### config.mk
export PLATFORM = sky130hd
export DESIGN_NAME = serial_flash_command_rules
export DESIGN_NICKNAME = d
export VERILOG_FILES = /design/src/flash_cmd_pkg.sv /design/src/serial_flash_command_rules.sv
export SDC_FILE = /design/constraint.sdc
export NUM_CORES = 2
export LEC_CHECK = 0
export BUFFER_PORTS_ARGS = -buffer_cell sky130_fd_sc_hd__buf_4
export CAP_MARGIN = 20
export CORE_MARGIN = 4
export CORE_UTILIZATION = 40
export DETAILED_ROUTE_END_ITERATION = 10
export PLACE_DENSITY = 0.55
export REMOVE_ABC_BUFFERS = 1
export SKIP_LAST_GASP = 1
export SYNTH_ARGS = -nofsm -noshare
export SYNTH_HDL_FRONTEND = slang
export SYNTH_SLANG_ARGS = --single-unit
### constraint.sdc
create_clock -name core_clk -period 13.72 [get_ports core_clk]
set_input_delay 0.686 -clock core_clk [delete_from_list [all_inputs] [get_ports core_clk]]
set_output_delay 0.686 -clock core_clk [all_outputs]
set_load 0.005 [all_outputs]
### src/flash_cmd_pkg.sv
package flash_cmd_pkg;
   // Command opcodes accepted on the link
   localparam logic [7:0] OPC_READ     = 8'h03;
   localparam logic [7:0] OPC_FAST     = 8'h0B;
   localparam logic [7:0] OPC_FAST_DDR = 8'h0D;
   localparam logic [7:0] OPC_DUAL_IO  = 8'hBB;
   localparam logic [7:0] OPC_DUAL_DDR = 8'hBD;
   localparam logic [7:0] OPC_QUAD_IO  = 8'hEB;
   localparam logic [7:0] OPC_QUAD_DDR = 8'hED;
   localparam logic [7:0] OPC_PROG     = 8'h02;
   localparam logic [7:0] OPC_QPROG    = 8'h32;
   localparam logic [7:0] OPC_OTP_PROG = 8'h42;
   localparam logic [7:0] OPC_ERASE4K  = 8'h20;
   localparam logic [7:0] OPC_ERASE    = 8'hD8;
   localparam logic [7:0] OPC_WR_EN    = 8'h06;
   localparam logic [7:0] OPC_WR_DIS   = 8'h04;
   localparam logic [7:0] OPC_RD_STAT  = 8'h05;
   localparam logic [7:0] OPC_RD_CFG   = 8'h35;
   localparam logic [7:0] OPC_WR_REGS  = 8'h01;
   localparam logic [7:0] OPC_CLR_STAT = 8'h30;
   localparam logic [7:0] OPC_BANK_RD  = 8'h16;
   localparam logic [7:0] OPC_BANK_WR  = 8'h17;
   localparam logic [7:0] OPC_BANK_ACC = 8'hB9;
   // Flash status byte fields
   localparam int ST_WIP = 0, ST_WEL = 1, ST_BP_LO = 2, ST_BP_HI = 4;
   localparam int ST_E_ERR = 5, ST_P_ERR = 6, ST_SRWD = 7;
   // config_reg_one fields
   localparam int CF_FREEZE = 0, CF_QUAD = 1, CF_PARAM_LOC = 2, CF_PROT_ORIGIN = 5;
   // Bank register fields
   localparam int BK_A24 = 0, BK_EXT = 7;
   // Array geometry
   localparam int ARRAY_AW = 25, SEC64_LSB = 16, PARAM_LSB = 17;
   localparam int PAGE_MAX = 512;
   localparam logic [8:0] PAGE_MASK_S = 9'h0FF;
   localparam logic [8:0] PAGE_MASK_L = 9'h1FF;
   // Link field lengths and continuous-read mode code
   localparam logic [5:0] ADR_SHORT = 6'h18;
   localparam logic [5:0] ADR_LONG  = 6'h20;
   localparam logic [5:0] BYTE_BITS = 6'h08;
   localparam logic [3:0] MODE_CONT = 4'hA;
   // Register port offsets
   localparam logic [7:0] REG_EVT = 8'h00, REG_MASK = 8'h04, REG_OPTION = 8'h08;
   localparam logic [7:0] REG_FLASH = 8'h0C, REG_OPADDR = 8'h10;
   // Event bits and option bits
   localparam int EV_PROG = 0, EV_ERASE = 1, EV_ERR = 2, EV_BANK = 3, EV_SKIP = 4, EV_W = 5;
   localparam int OPT_UNIFORM = 0, OPT_PAGE512 = 1;
   // Reset values
   localparam logic [7:0] SR_RST = 8'h00, CR_RST = 8'h00, BANK_RST = 8'h00;
   localparam logic [1:0] OPT_RST = 2'h0;
   // Frame phases
   typedef enum logic [7:0] {
      PH_IDLE = 8'h01, PH_OPC = 8'h02, PH_ADDR = 8'h04, PH_MODE = 8'h08,
      PH_DUMMY = 8'h10, PH_RDATA = 8'h20, PH_WDATA = 8'h40, PH_SKIP = 8'h80
   } phase_e;
   // Array operation kinds and erase sizes
   typedef enum logic [1:0] {OPK_PROG = 2'h0, OPK_OTP = 2'h1, OPK_ERASE = 2'h2} opkind_e;
   typedef enum logic [1:0] {ESZ_4K = 2'h0, ESZ_64K = 2'h1, ESZ_256K = 2'h2} esize_e;
endpackage

### src/serial_flash_command_rules.sv
// Our own choices: the plain strobed port and the placing of the registers.
`timescale 1ns/10ps
module serial_flash_command_rules #(
   parameter int DUMMY_CYC = 8
) (
   // Clock and reset
   input  wire logic                    core_clk,
   input  wire logic                    reset_n,
   // Serial link pins
   input  wire logic                    sck,
   input  wire logic                    csN,
   input  wire logic [3:0]              ioIn,
   output logic      [3:0]              ioOut,
   output logic      [3:0]              ioOeN,
   // Register port
   input  wire logic [7:0]              regAddr,
   input  wire logic [31:0]             regWrData,
   input  wire logic                    regWr,
   input  wire logic                    regRd,
   output logic      [31:0]             regRdData,
   output logic                         irq,
   // Array engine
   output logic                         opStart,
   output flash_cmd_pkg::opkind_e       opKind,
   output flash_cmd_pkg::esize_e        opSize,
   output logic      [31:0]             opAddr,
   output logic      [9:0]              opCount,
   input  wire logic                    opDone,
   input  wire logic                    opFail,
   output logic      [31:0]             rdAddr,
   input  wire logic [7:0]              rdData,
   input  wire logic [8:0]              bufRdAddr,
   output logic      [7:0]              bufRdData
);
   import flash_cmd_pkg::*;

   // Whole block state
   typedef struct packed {
      logic       sckS1, sckS2, sckD;
      logic       csS1, csS2, csD;
      logic [3:0] ioS1, ioS2;
      phase_e     ph;
      logic [7:0] cmd;
      logic [2:0] bw;
      logic       ddr;
      logic       cont;
      logic [31:0] sh;
      logic [5:0] cnt;
      logic [31:0] adr;
      logic [7:0] osh;
      logic [2:0] obit;
      logic [3:0] io;
      logic [3:0] oeN;
      logic [7:0] sr;
      logic [7:0] cr;
      logic [7:0] bank;
      logic [15:0] wrrB;
      logic [1:0] wrrN;
      logic [9:0] bufN;
      logic [8:0] bufIx;
      logic       start;
      opkind_e    kind;
      esize_e     size;
      logic [31:0] oadr;
      logic [9:0] ocount;
      logic [EV_W-1:0] evt;
      logic [EV_W-1:0] msk;
      logic [1:0] opt;
      logic [31:0] rdq;
      logic [7:0] bufQ;
   } st_s;

   st_s s_reg, s_next;

   // Page buffer storage
   logic [7:0] pageMem [0:PAGE_MAX-1];

   // Helper signals of the combinational step
   logic            rise, fall, csRise, csFall;
   logic            samp, drv, regCmd, quadNow, wpN, evtClr;
   logic [31:0]     nsh, aForm;
   logic [5:0]      ncnt, alen;
   logic [7:0]      srcByte, val;
   logic [8:0]      pageMask;
   logic [EV_W-1:0] ev;
   logic            memWe;
   logic [8:0]      memIx;
   logic [7:0]      memD;

   // Shift link bits in at the current width
   function automatic logic [31:0] shiftIn(input logic [31:0] v, input logic [3:0] d,
                                           input logic [2:0] w);
      case (w)
         3'h2:    shiftIn = {v[29:0], d[1:0]};
         3'h4:    shiftIn = {v[27:0], d};
         default: shiftIn = {v[30:0], d[0]};
      endcase
   endfunction

   // Block protection range check, top or bottom origin
   function automatic logic isProt(input logic [31:0] a, input logic [2:0] bp,
                                   input logic bot);
      logic [9:0] sec;
      logic [9:0] lim;
      sec = {1'b0, a[ARRAY_AW-1:SEC64_LSB]};
      lim = 10'h001 << (bp - 3'h1);
      if (bp == 3'h0) begin
         isProt = 1'b0;
      end else if (bp == 3'h7) begin
         isProt = 1'b1;
      end else if (bot) begin
         isProt = sec < lim;
      end else begin
         isProt = {1'b0, ~sec[8:0]} < lim;
      end
   endfunction

   // Link edges seen through the synchronisers
   assign rise   = s_reg.sckS2 & ~s_reg.sckD;
   assign fall   = ~s_reg.sckS2 & s_reg.sckD;
   assign csRise = s_reg.csS2 & ~s_reg.csD;
   assign csFall = ~s_reg.csS2 & s_reg.csD;
   // Address and mode sample on both edges in DDR
   // The fall right after the opcode is not a sample point, so count must be nonzero
   assign samp = (rise & (s_reg.ph != PH_RDATA))
               | (fall & s_reg.ddr & (s_reg.cnt != 6'h00)
                  & (s_reg.ph inside {PH_ADDR, PH_MODE}));
   assign drv  = (fall | (rise & s_reg.ddr)) & (s_reg.ph == PH_RDATA);
   assign nsh  = shiftIn(s_reg.sh, s_reg.ioS2, s_reg.bw);
   assign ncnt = s_reg.cnt + 6'(s_reg.bw);
   // Address length and bank-extended address
   assign alen  = s_reg.bank[BK_EXT] ? ADR_LONG : ADR_SHORT;
   assign aForm = s_reg.bank[BK_EXT] ? nsh
                : {7'h00, s_reg.bank[BK_A24], nsh[23:0]};
   assign pageMask = s_reg.opt[OPT_PAGE512] ? PAGE_MASK_L : PAGE_MASK_S;
   // Write protect sensed only when no quad transfer runs
   assign quadNow = (s_reg.bw == 3'h4) & ~s_reg.csS2 & (s_reg.ph != PH_IDLE);
   assign wpN     = quadNow ? 1'b1 : s_reg.ioS2[2];
   // Register-read commands and their source byte
   assign regCmd = s_reg.cmd inside {OPC_RD_STAT, OPC_RD_CFG, OPC_BANK_RD};
   always_comb begin
      case (s_reg.cmd)
         OPC_RD_STAT: srcByte = s_reg.sr;
         OPC_RD_CFG:  srcByte = s_reg.cr;
         OPC_BANK_RD: srcByte = s_reg.bank;
         default:     srcByte = rdData;
      endcase
   end
   assign val    = (s_reg.obit == 3'h0) ? srcByte : s_reg.osh;
   assign evtClr = regRd & (regAddr == REG_EVT);

   // Next-state step
   always_comb begin
      s_next = s_reg;
      ev     = '0;
      memWe  = 1'b0;
      memIx  = s_reg.bufIx;
      memD   = nsh[7:0];
      s_next.start = 1'b0;
      s_next.rdq   = '0;
      // Two-stage synchronisers
      s_next.sckS1 = sck;
      s_next.sckS2 = s_reg.sckS1;
      s_next.sckD  = s_reg.sckS2;
      s_next.csS1  = csN;
      s_next.csS2  = s_reg.csS1;
      s_next.csD   = s_reg.csS2;
      s_next.ioS1  = ioIn;
      s_next.ioS2  = s_reg.ioS1;
      if (csFall) begin
         // New frame: resume a continuous read or expect an opcode
         s_next.cnt  = '0;
         s_next.sh   = '0;
         s_next.wrrN = '0;
         s_next.bufN = '0;
         s_next.obit = '0;
         if (s_reg.cont) begin
            s_next.ph = PH_ADDR;
         end else begin
            s_next.ph  = PH_OPC;
            s_next.bw  = 3'h1;
            s_next.ddr = 1'b0;
         end
      end else if (csRise) begin
         // Frame end: release pins and run write-type commands
         s_next.ph  = PH_IDLE;
         s_next.oeN = 4'hF;
         if (s_reg.ph == PH_WDATA && s_reg.cnt == 6'h00) begin
            case (s_reg.cmd)
               OPC_WR_EN:  s_next.sr[ST_WEL] = 1'b1;
               OPC_WR_DIS: s_next.sr[ST_WEL] = 1'b0;
               OPC_CLR_STAT: begin
                  s_next.sr[ST_E_ERR] = 1'b0;
                  s_next.sr[ST_P_ERR] = 1'b0;
                  s_next.sr[ST_WEL]   = 1'b0;
                  if (s_reg.sr[ST_E_ERR] | s_reg.sr[ST_P_ERR]) begin
                     s_next.sr[ST_WIP] = 1'b0;
                  end
               end
               OPC_WR_REGS: begin
                  if (s_reg.sr[ST_WEL] && s_reg.wrrN != 2'h0) begin
                     s_next.sr[ST_WEL] = 1'b0;
                     if (s_reg.sr[ST_SRWD] && !wpN) begin
                        ev[EV_SKIP] = 1'b1;
                     end else begin
                        s_next.sr[ST_SRWD] = s_reg.wrrB[15];
                        if (!s_reg.cr[CF_FREEZE]) begin
                           s_next.sr[ST_BP_HI:ST_BP_LO] = s_reg.wrrB[12:10];
                        end
                        if (s_reg.wrrN == 2'h2) begin
                           s_next.cr = s_reg.wrrB[7:0];
                           s_next.cr[CF_FREEZE] = s_reg.cr[CF_FREEZE] | s_reg.wrrB[0];
                           if (s_reg.cr[CF_FREEZE]) begin
                              s_next.cr[CF_PARAM_LOC]   = s_reg.cr[CF_PARAM_LOC];
                              s_next.cr[CF_PROT_ORIGIN] = s_reg.cr[CF_PROT_ORIGIN];
                           end
                        end
                     end
                  end
               end
               OPC_PROG, OPC_QPROG, OPC_OTP_PROG: begin
                  if (s_reg.sr[ST_WEL] && s_reg.bufN != 10'h000) begin
                     s_next.sr[ST_WIP] = 1'b1;
                     s_next.kind = (s_reg.cmd == OPC_OTP_PROG) ? OPK_OTP : OPK_PROG;
                     if ((s_reg.cmd == OPC_OTP_PROG) ? s_reg.cr[CF_FREEZE]
                         : isProt(s_reg.adr, s_reg.sr[ST_BP_HI:ST_BP_LO],
                                  s_reg.cr[CF_PROT_ORIGIN])) begin
                        s_next.sr[ST_P_ERR] = 1'b1;
                        ev[EV_ERR] = 1'b1;
                     end else begin
                        s_next.start  = 1'b1;
                        s_next.oadr   = s_reg.adr;
                        s_next.ocount = s_reg.bufN;
                     end
                  end
               end
               OPC_ERASE4K, OPC_ERASE: begin
                  if (s_reg.sr[ST_WEL]) begin
                     if (s_reg.cmd == OPC_ERASE4K && (s_reg.opt[OPT_UNIFORM]
                         || (s_reg.cr[CF_PARAM_LOC] ? !(&s_reg.adr[ARRAY_AW-1:PARAM_LSB])
                             : (|s_reg.adr[ARRAY_AW-1:PARAM_LSB])))) begin
                        ev[EV_SKIP] = 1'b1;
                     end else begin
                        s_next.sr[ST_WIP] = 1'b1;
                        s_next.kind = OPK_ERASE;
                        // Erase size: 4 KB for the 4-KB opcode, else 256 KB with the uniform option, else 64 KB
                        s_next.size = (s_reg.cmd == OPC_ERASE4K) ? ESZ_4K
                                    : s_reg.opt[OPT_UNIFORM] ? ESZ_256K : ESZ_64K;
                        if (isProt(s_reg.adr, s_reg.sr[ST_BP_HI:ST_BP_LO],
                                   s_reg.cr[CF_PROT_ORIGIN])) begin
                           s_next.sr[ST_E_ERR] = 1'b1;
                           ev[EV_ERR] = 1'b1;
                        end else begin
                           s_next.start = 1'b1;
                           s_next.oadr  = s_reg.adr;
                        end
                     end
                  end
               end
               default: begin
               end
            endcase
         end
      end else if (samp) begin
         s_next.sh  = nsh;
         s_next.cnt = ncnt;
         unique case (s_reg.ph)
            PH_OPC: begin
               if (ncnt == BYTE_BITS) begin
                  s_next.cmd = nsh[7:0];
                  s_next.cnt = '0;
                  s_next.ph  = PH_SKIP;
                  if (s_reg.sr[ST_WIP] && nsh[7:0] != OPC_RD_STAT
                      && nsh[7:0] != OPC_CLR_STAT) begin
                     ev[EV_SKIP] = 1'b1;
                  end else begin
                     case (nsh[7:0])
                        OPC_READ, OPC_FAST, OPC_PROG, OPC_OTP_PROG,
                        OPC_ERASE4K, OPC_ERASE: s_next.ph = PH_ADDR;
                        OPC_FAST_DDR, OPC_DUAL_DDR, OPC_QUAD_DDR,
                        OPC_DUAL_IO, OPC_QUAD_IO, OPC_QPROG: begin
                           if (nsh[7:0] inside {OPC_QUAD_IO, OPC_QUAD_DDR, OPC_QPROG}
                               && !s_reg.cr[CF_QUAD]) begin
                              ev[EV_SKIP] = 1'b1;
                           end else begin
                              s_next.ph  = PH_ADDR;
                              s_next.ddr = nsh[7:0] inside {OPC_FAST_DDR, OPC_DUAL_DDR,
                                                            OPC_QUAD_DDR};
                              s_next.bw  = (nsh[7:0] inside {OPC_DUAL_IO, OPC_DUAL_DDR})
                                         ? 3'h2 : (nsh[7:0] inside {OPC_QUAD_IO,
                                         OPC_QUAD_DDR}) ? 3'h4 : 3'h1;
                           end
                        end
                        OPC_RD_STAT, OPC_RD_CFG, OPC_BANK_RD: s_next.ph = PH_RDATA;
                        OPC_WR_EN, OPC_WR_DIS, OPC_CLR_STAT, OPC_WR_REGS,
                        OPC_BANK_WR, OPC_BANK_ACC: s_next.ph = PH_WDATA;
                        default: ev[EV_SKIP] = 1'b1;
                     endcase
                  end
               end
            end
            PH_ADDR: begin
               if (ncnt == alen) begin
                  s_next.adr   = aForm;
                  s_next.cnt   = '0;
                  s_next.bufIx = aForm[8:0] & pageMask;
                  case (s_reg.cmd)
                     OPC_READ: s_next.ph = PH_RDATA;
                     OPC_FAST: s_next.ph = PH_DUMMY;
                     OPC_FAST_DDR, OPC_DUAL_IO, OPC_DUAL_DDR, OPC_QUAD_IO,
                     OPC_QUAD_DDR: s_next.ph = PH_MODE;
                     default: begin
                        s_next.ph = PH_WDATA;
                        s_next.bw = (s_reg.cmd == OPC_QPROG) ? 3'h4 : 3'h1;
                     end
                  endcase
               end
            end
            PH_MODE: begin
               if (ncnt == BYTE_BITS) begin
                  s_next.cont = (nsh[7:4] == MODE_CONT);
                  s_next.cnt  = '0;
                  s_next.ph   = PH_DUMMY;
               end
            end
            PH_DUMMY: begin
               s_next.cnt = s_reg.cnt + 6'h01;
               if (s_reg.cnt + 6'h01 == 6'(DUMMY_CYC)) begin
                  s_next.cnt = '0;
                  s_next.ph  = PH_RDATA;
               end
            end
            PH_WDATA: begin
               if (ncnt == BYTE_BITS) begin
                  s_next.cnt = '0;
                  case (s_reg.cmd)
                     OPC_WR_REGS: begin
                        s_next.wrrB = {s_reg.wrrB[7:0], nsh[7:0]};
                        if (s_reg.wrrN == 2'h1) begin
                           s_next.wrrB = {s_reg.wrrB[15:8], nsh[7:0]};
                        end else if (s_reg.wrrN == 2'h0) begin
                           s_next.wrrB = {nsh[7:0], 8'h00};
                        end
                        if (s_reg.wrrN != 2'h2) begin
                           s_next.wrrN = s_reg.wrrN + 2'h1;
                        end
                     end
                     OPC_BANK_WR, OPC_BANK_ACC: begin
                        s_next.bank = {nsh[7], 6'h00, nsh[0]};
                        ev[EV_BANK] = 1'b1;
                     end
                     OPC_PROG, OPC_QPROG, OPC_OTP_PROG: begin
                        // Bytes wrap inside the page; count saturates at page size
                        memWe = 1'b1;
                        s_next.bufIx = (s_reg.bufIx + 9'h001) & pageMask;
                        if (s_reg.bufN != {1'b0, pageMask} + 10'h001) begin
                           s_next.bufN = s_reg.bufN + 10'h001;
                        end
                     end
                     default: begin
                     end
                  endcase
               end
            end
            PH_IDLE, PH_RDATA, PH_SKIP: begin
            end
         endcase
      end else if (drv) begin
         // Shift read data out at the command width
         if (s_reg.obit == 3'h0 && !regCmd) begin
            s_next.adr = s_reg.adr + 32'h1;
         end
         case (s_reg.bw)
            3'h2: begin
               s_next.io  = {2'h0, val[7:6]};
               s_next.oeN = 4'hC;
            end
            3'h4: begin
               s_next.io  = val[7:4];
               s_next.oeN = 4'h0;
            end
            default: begin
               s_next.io  = {2'h0, val[7], 1'b0};
               s_next.oeN = 4'hD;
            end
         endcase
         s_next.osh  = val << s_reg.bw;
         s_next.obit = s_reg.obit + s_reg.bw;
      end
      // Array engine results
      if (s_reg.sr[ST_WIP] && opDone) begin
         s_next.sr[ST_WIP] = 1'b0;
         s_next.sr[ST_WEL] = 1'b0;
         ev[(s_reg.kind == OPK_ERASE) ? EV_ERASE : EV_PROG] = 1'b1;
      end
      if (s_reg.sr[ST_WIP] && opFail) begin
         // Busy stays set until status is cleared
         s_next.sr[(s_reg.kind == OPK_ERASE) ? ST_E_ERR : ST_P_ERR] = 1'b1;
         ev[EV_ERR] = 1'b1;
      end
      // Register port writes and reads
      if (regWr) begin
         case (regAddr)
            REG_MASK:   s_next.msk = regWrData[EV_W-1:0];
            REG_OPTION: s_next.opt = regWrData[1:0];
            default: begin
            end
         endcase
      end
      if (regRd) begin
         case (regAddr)
            REG_EVT:    s_next.rdq = {27'h0, s_reg.evt};
            REG_MASK:   s_next.rdq = {27'h0, s_reg.msk};
            REG_OPTION: s_next.rdq = {30'h0, s_reg.opt};
            REG_FLASH:  s_next.rdq = {8'h00, s_reg.bank, s_reg.cr, s_reg.sr};
            REG_OPADDR: s_next.rdq = s_reg.oadr;
            default:    s_next.rdq = 32'h0;
         endcase
      end
      // Sticky events: a new event wins over the read clear
      s_next.evt  = (evtClr ? '0 : s_reg.evt) | ev;
      s_next.bufQ = pageMem[bufRdAddr];
   end

   // State register
   always_ff @(posedge core_clk or negedge reset_n) begin
      if (!reset_n) begin
         s_reg      <= '0;
         s_reg.csS1 <= 1'b1;
         s_reg.csS2 <= 1'b1;
         s_reg.csD  <= 1'b1;
         s_reg.ph   <= PH_IDLE;
         s_reg.bw   <= 3'h1;
         s_reg.oeN  <= 4'hF;
         s_reg.sr   <= SR_RST;
         s_reg.cr   <= CR_RST;
         s_reg.bank <= BANK_RST;
         s_reg.opt  <= OPT_RST;
      end else begin
         s_reg <= s_next;
      end
   end

   // Page buffer write port
   always_ff @(posedge core_clk) begin
      if (memWe) begin
         pageMem[memIx] <= memD;
      end
   end

   // Outputs
   assign ioOut     = s_reg.io;
   assign ioOeN     = s_reg.oeN;
   assign regRdData = s_reg.rdq;
   assign irq       = |(s_reg.evt & s_reg.msk);
   assign opStart   = s_reg.start;
   assign opKind    = s_reg.kind;
   assign opSize    = s_reg.size;
   assign opAddr    = s_reg.oadr;
   assign opCount   = s_reg.ocount;
   assign rdAddr    = s_reg.adr;
   assign bufRdData = s_reg.bufQ;
endmodule

==> results by group <==
Timing
  – Fin crit share: 0.480
  – Final Hold Fails: 0
  – Fmax: 152 MHz
  – Clock skew: 57.4 ps
  – Final slew viol count: 0
  – Tmin final: about 6600 ps
  – Max-slew headroom: 0.211
  – Worst Tran Pin Value: roughly 1200 ps
  – TNS Setup: 0 ps
  – Hold Worst Slack: 124 ps
  – Final setup fails: 0
  – RSZ-0062 raised after global routing: false

Cells and area
  – Final cell count without fillers: 15.0k
  – Max FFs per register: roughly 4k
  – Fin nets: 9049
  – Fin util: 0.452
  – Share of layout cells above drive strength 1: 0.237
  – Filler cells: between 30k and 40k
  – Most frequent cells in the layout: 4096 x edfxtp_1, 1032 x mux4_2, 615 x nor2_1, 456 x clkbuf_16, 315 x buf_4
  – Area delta synth->final: 12.6%
  – Leading cell type in the layout, fill and taps excluded: edfxtp_1

Routing
  – DRT iter0 DRCs: around 9k
  – Initial DRT Pass Iterations: 6
  – Drt via density: a little under 6
  – DRT antenna net count: 0
  – Wire length per cell: just under 30 um
  – Metal-1 WL: around 190 mm
  – Top Metal Used: met4
  – DRC viols: 0
  – Met3 wire len: between 20 and 30 mm
  – Via count: a little under 90k
  – Total wire length: 444 mm
  – Wire length on met2: ~220 mm

Worst setup path
  – CP Class: register to register
  – Startpoint types: register
  – Setup crit end kind: register
  – Crit path required time: between 10000 and 15000 ps
  – Crit path max fanout: 29
  – Register-to-register setup slack: between 7000 and 8000 ps
  – Reg2Reg Capture Point: pageMem[155][2]
  – CP Data Arrival Time: approximately 7200 ps
  – Reg2reg path depth: 10
  – Reg-to-reg startpoint: s_reg[251]

Clock network
  – Max Buffers Root-to-Sink: 4
  – Num CTS Buffers: between 400 and 500
  – Post-CTS setup buffer count: 0
  – Root Buffer: clkbuf_16
  – CTS Sinks: around 4.4k
  – Hold Buf Count CTS: 16
  – CTS tree: built
  – Clock transition at path regs: ~70 ps
  – Post_cts resized: 0
  – Skew-Pair Late Insertion Delay: 980 ps
  – H-tree levels: 5

Global routing
  – Global-route wire length before repair: roughly 640 mm
  – GRT Overall Usage: 0.196
  – Vias in the first global route: ~89k
  – Largest net degree at the start of global routing: between 150 and 200
  – Remaining global-route overflow: 0
  – Initial antenna violation count: 14

Outcome
  – Status: finished clean

Hold path
  – Hold_sp: regRd
  – Hold crit path type: input port to register
  – Hold worst-path end: regRdData[29]
  – Hold Crit Depth: 2

Synthesis
  – Ys Warns: 0
  – Post-synthesis register bit count: around 4.4k
  – Synth Instances: 8819
  – FFs w/ async S/R, synth: 0.0623
  – Post-synth EDFFs: roughly 4.1k
  – Distinct cells, synth: 94
  – Seq/Total Area, Yosys: 0.750
  – Synth Flop Type: edfxtp_1
  – Mapped Area: ~170000 sq um
  – Syn_area_per_cell: ~20 sq um

Placement
  – Cells after DPL: 14.2k
  – PortBufs: 169
  – DPL Wire Length: between 200 and 300 mm
  – GP Congestion: roughly 0.83

Power
  – Lkg Pwr: 66.9 nW
  – Total Power: around 0.028 W
  – Peak supply drop: approximately 0.11 mV
  – Power Density: around 140 nW/um^2

Die
  – Full die area: ~440000 sq um
  – Core area: around 430000 sq um
  – Ports: around 200
  – Starting Density: 0.402
  – Die Wd: 666 um
  – Die height: between 600 and 700 um
  – Placement Rows: approximately 240

Run
  – Max-cap violations: 0
-- cell families after synthesis --
| kind of cell | synth area share |
|---|---|
| AND/OR/NAND/NOR | 0.0343 |
| adder cells (fa/ha/maj) | 0.00298 |
| XOR/XNOR | 0.000810 |
| flip-flops | 0.750 |
| AO/OA/AOI/OAI | 0.0459 |
| buffers and inverters | 0.0204 |
| multiplexers | 0.146 |
-- where the power goes --
part,total [W],switching [W],internal [W]
registers,0.0146,0.0000363,0.0146
clock network,0.0121,0.00512,0.00693
logic,0.00105,0.000706,0.000347
-- routing by layer --
metal,global-route usage,up-vias
met4,0.0496,0
met1,0.282,47197
met3,0.0236,608
li1,-,36654
met2,0.320,3001
met5,0,-
-- cell usage after synthesis, drive strengths merged, types with 88 or more instances --
library cell	number	area (sq um)
edfxtp	4096	123000
nand2	236	918
nor2	638	2440
a22o	112	981
a22oi	178	1340
a21oi	154	771
mux2	97	1090
o21ai	254	1270
mux4	1032	23200
buf	315	1920
dfrtp	264	6610
mux2i	88	881
clkbuf	371	1390
o22ai	130	813
-- worst max-delay path by stage --
stage	start	endpoint	slack, ps	cells after the start
finish	s_reg[251]	pageMem[155][2]	7130	10
global route	s_reg[251]	pageMem[154][2]	6860	10
CTS	s_reg[251]	pageMem[155][2]	7150	10
detailed placement	s_reg[251]	pageMem[155][7]	7170	10
global placement	s_reg[251]	pageMem[153][2]	7300	10
floorplan	s_reg[252]	s_reg[252]	3160	9
-- through the flow --
stage               area (sq um)  setup slack [ps]
CTS                       195000              7150
detailed placement        180000              7170
global placement          180000              7300
finish                    195000              7130
floorplan                 170000              3160
global route              195000              6860
-- worst max-delay path, cell delays in order (launching register included) --
cell and delay [ps]:
dfstp_2 970, ha_1 310, fa_1 460, or4_4 600, nor4b_4 370, o211ai_1 220, or2_1 500, nor2_1 220
and3_1 840, nand2_1 730, nor2_1 950
-- layout make-up --
| type | count | area [sq um] | share of cell area |
|---|---|---|---|
| Clock inverter | 268 | 2550 | 0.0131 |
| Clock buffer | 564 | 12000 | 0.0616 |
| Inverter | 60 | 278 | 0.00143 |
| Multi-Input combinational cell | 3705 | 40000 | 0.205 |
| Antenna cell | 9 | 22.5 | 0.000116 |
| Tap cell | 5710 | 7140 | 0.0367 |
| Timing Repair Buffer | 356 | 3040 | 0.0156 |
| Sequential cell | 4368 | 130000 | 0.666 |
Note: power is estimated with default switching activity, not from simulation.
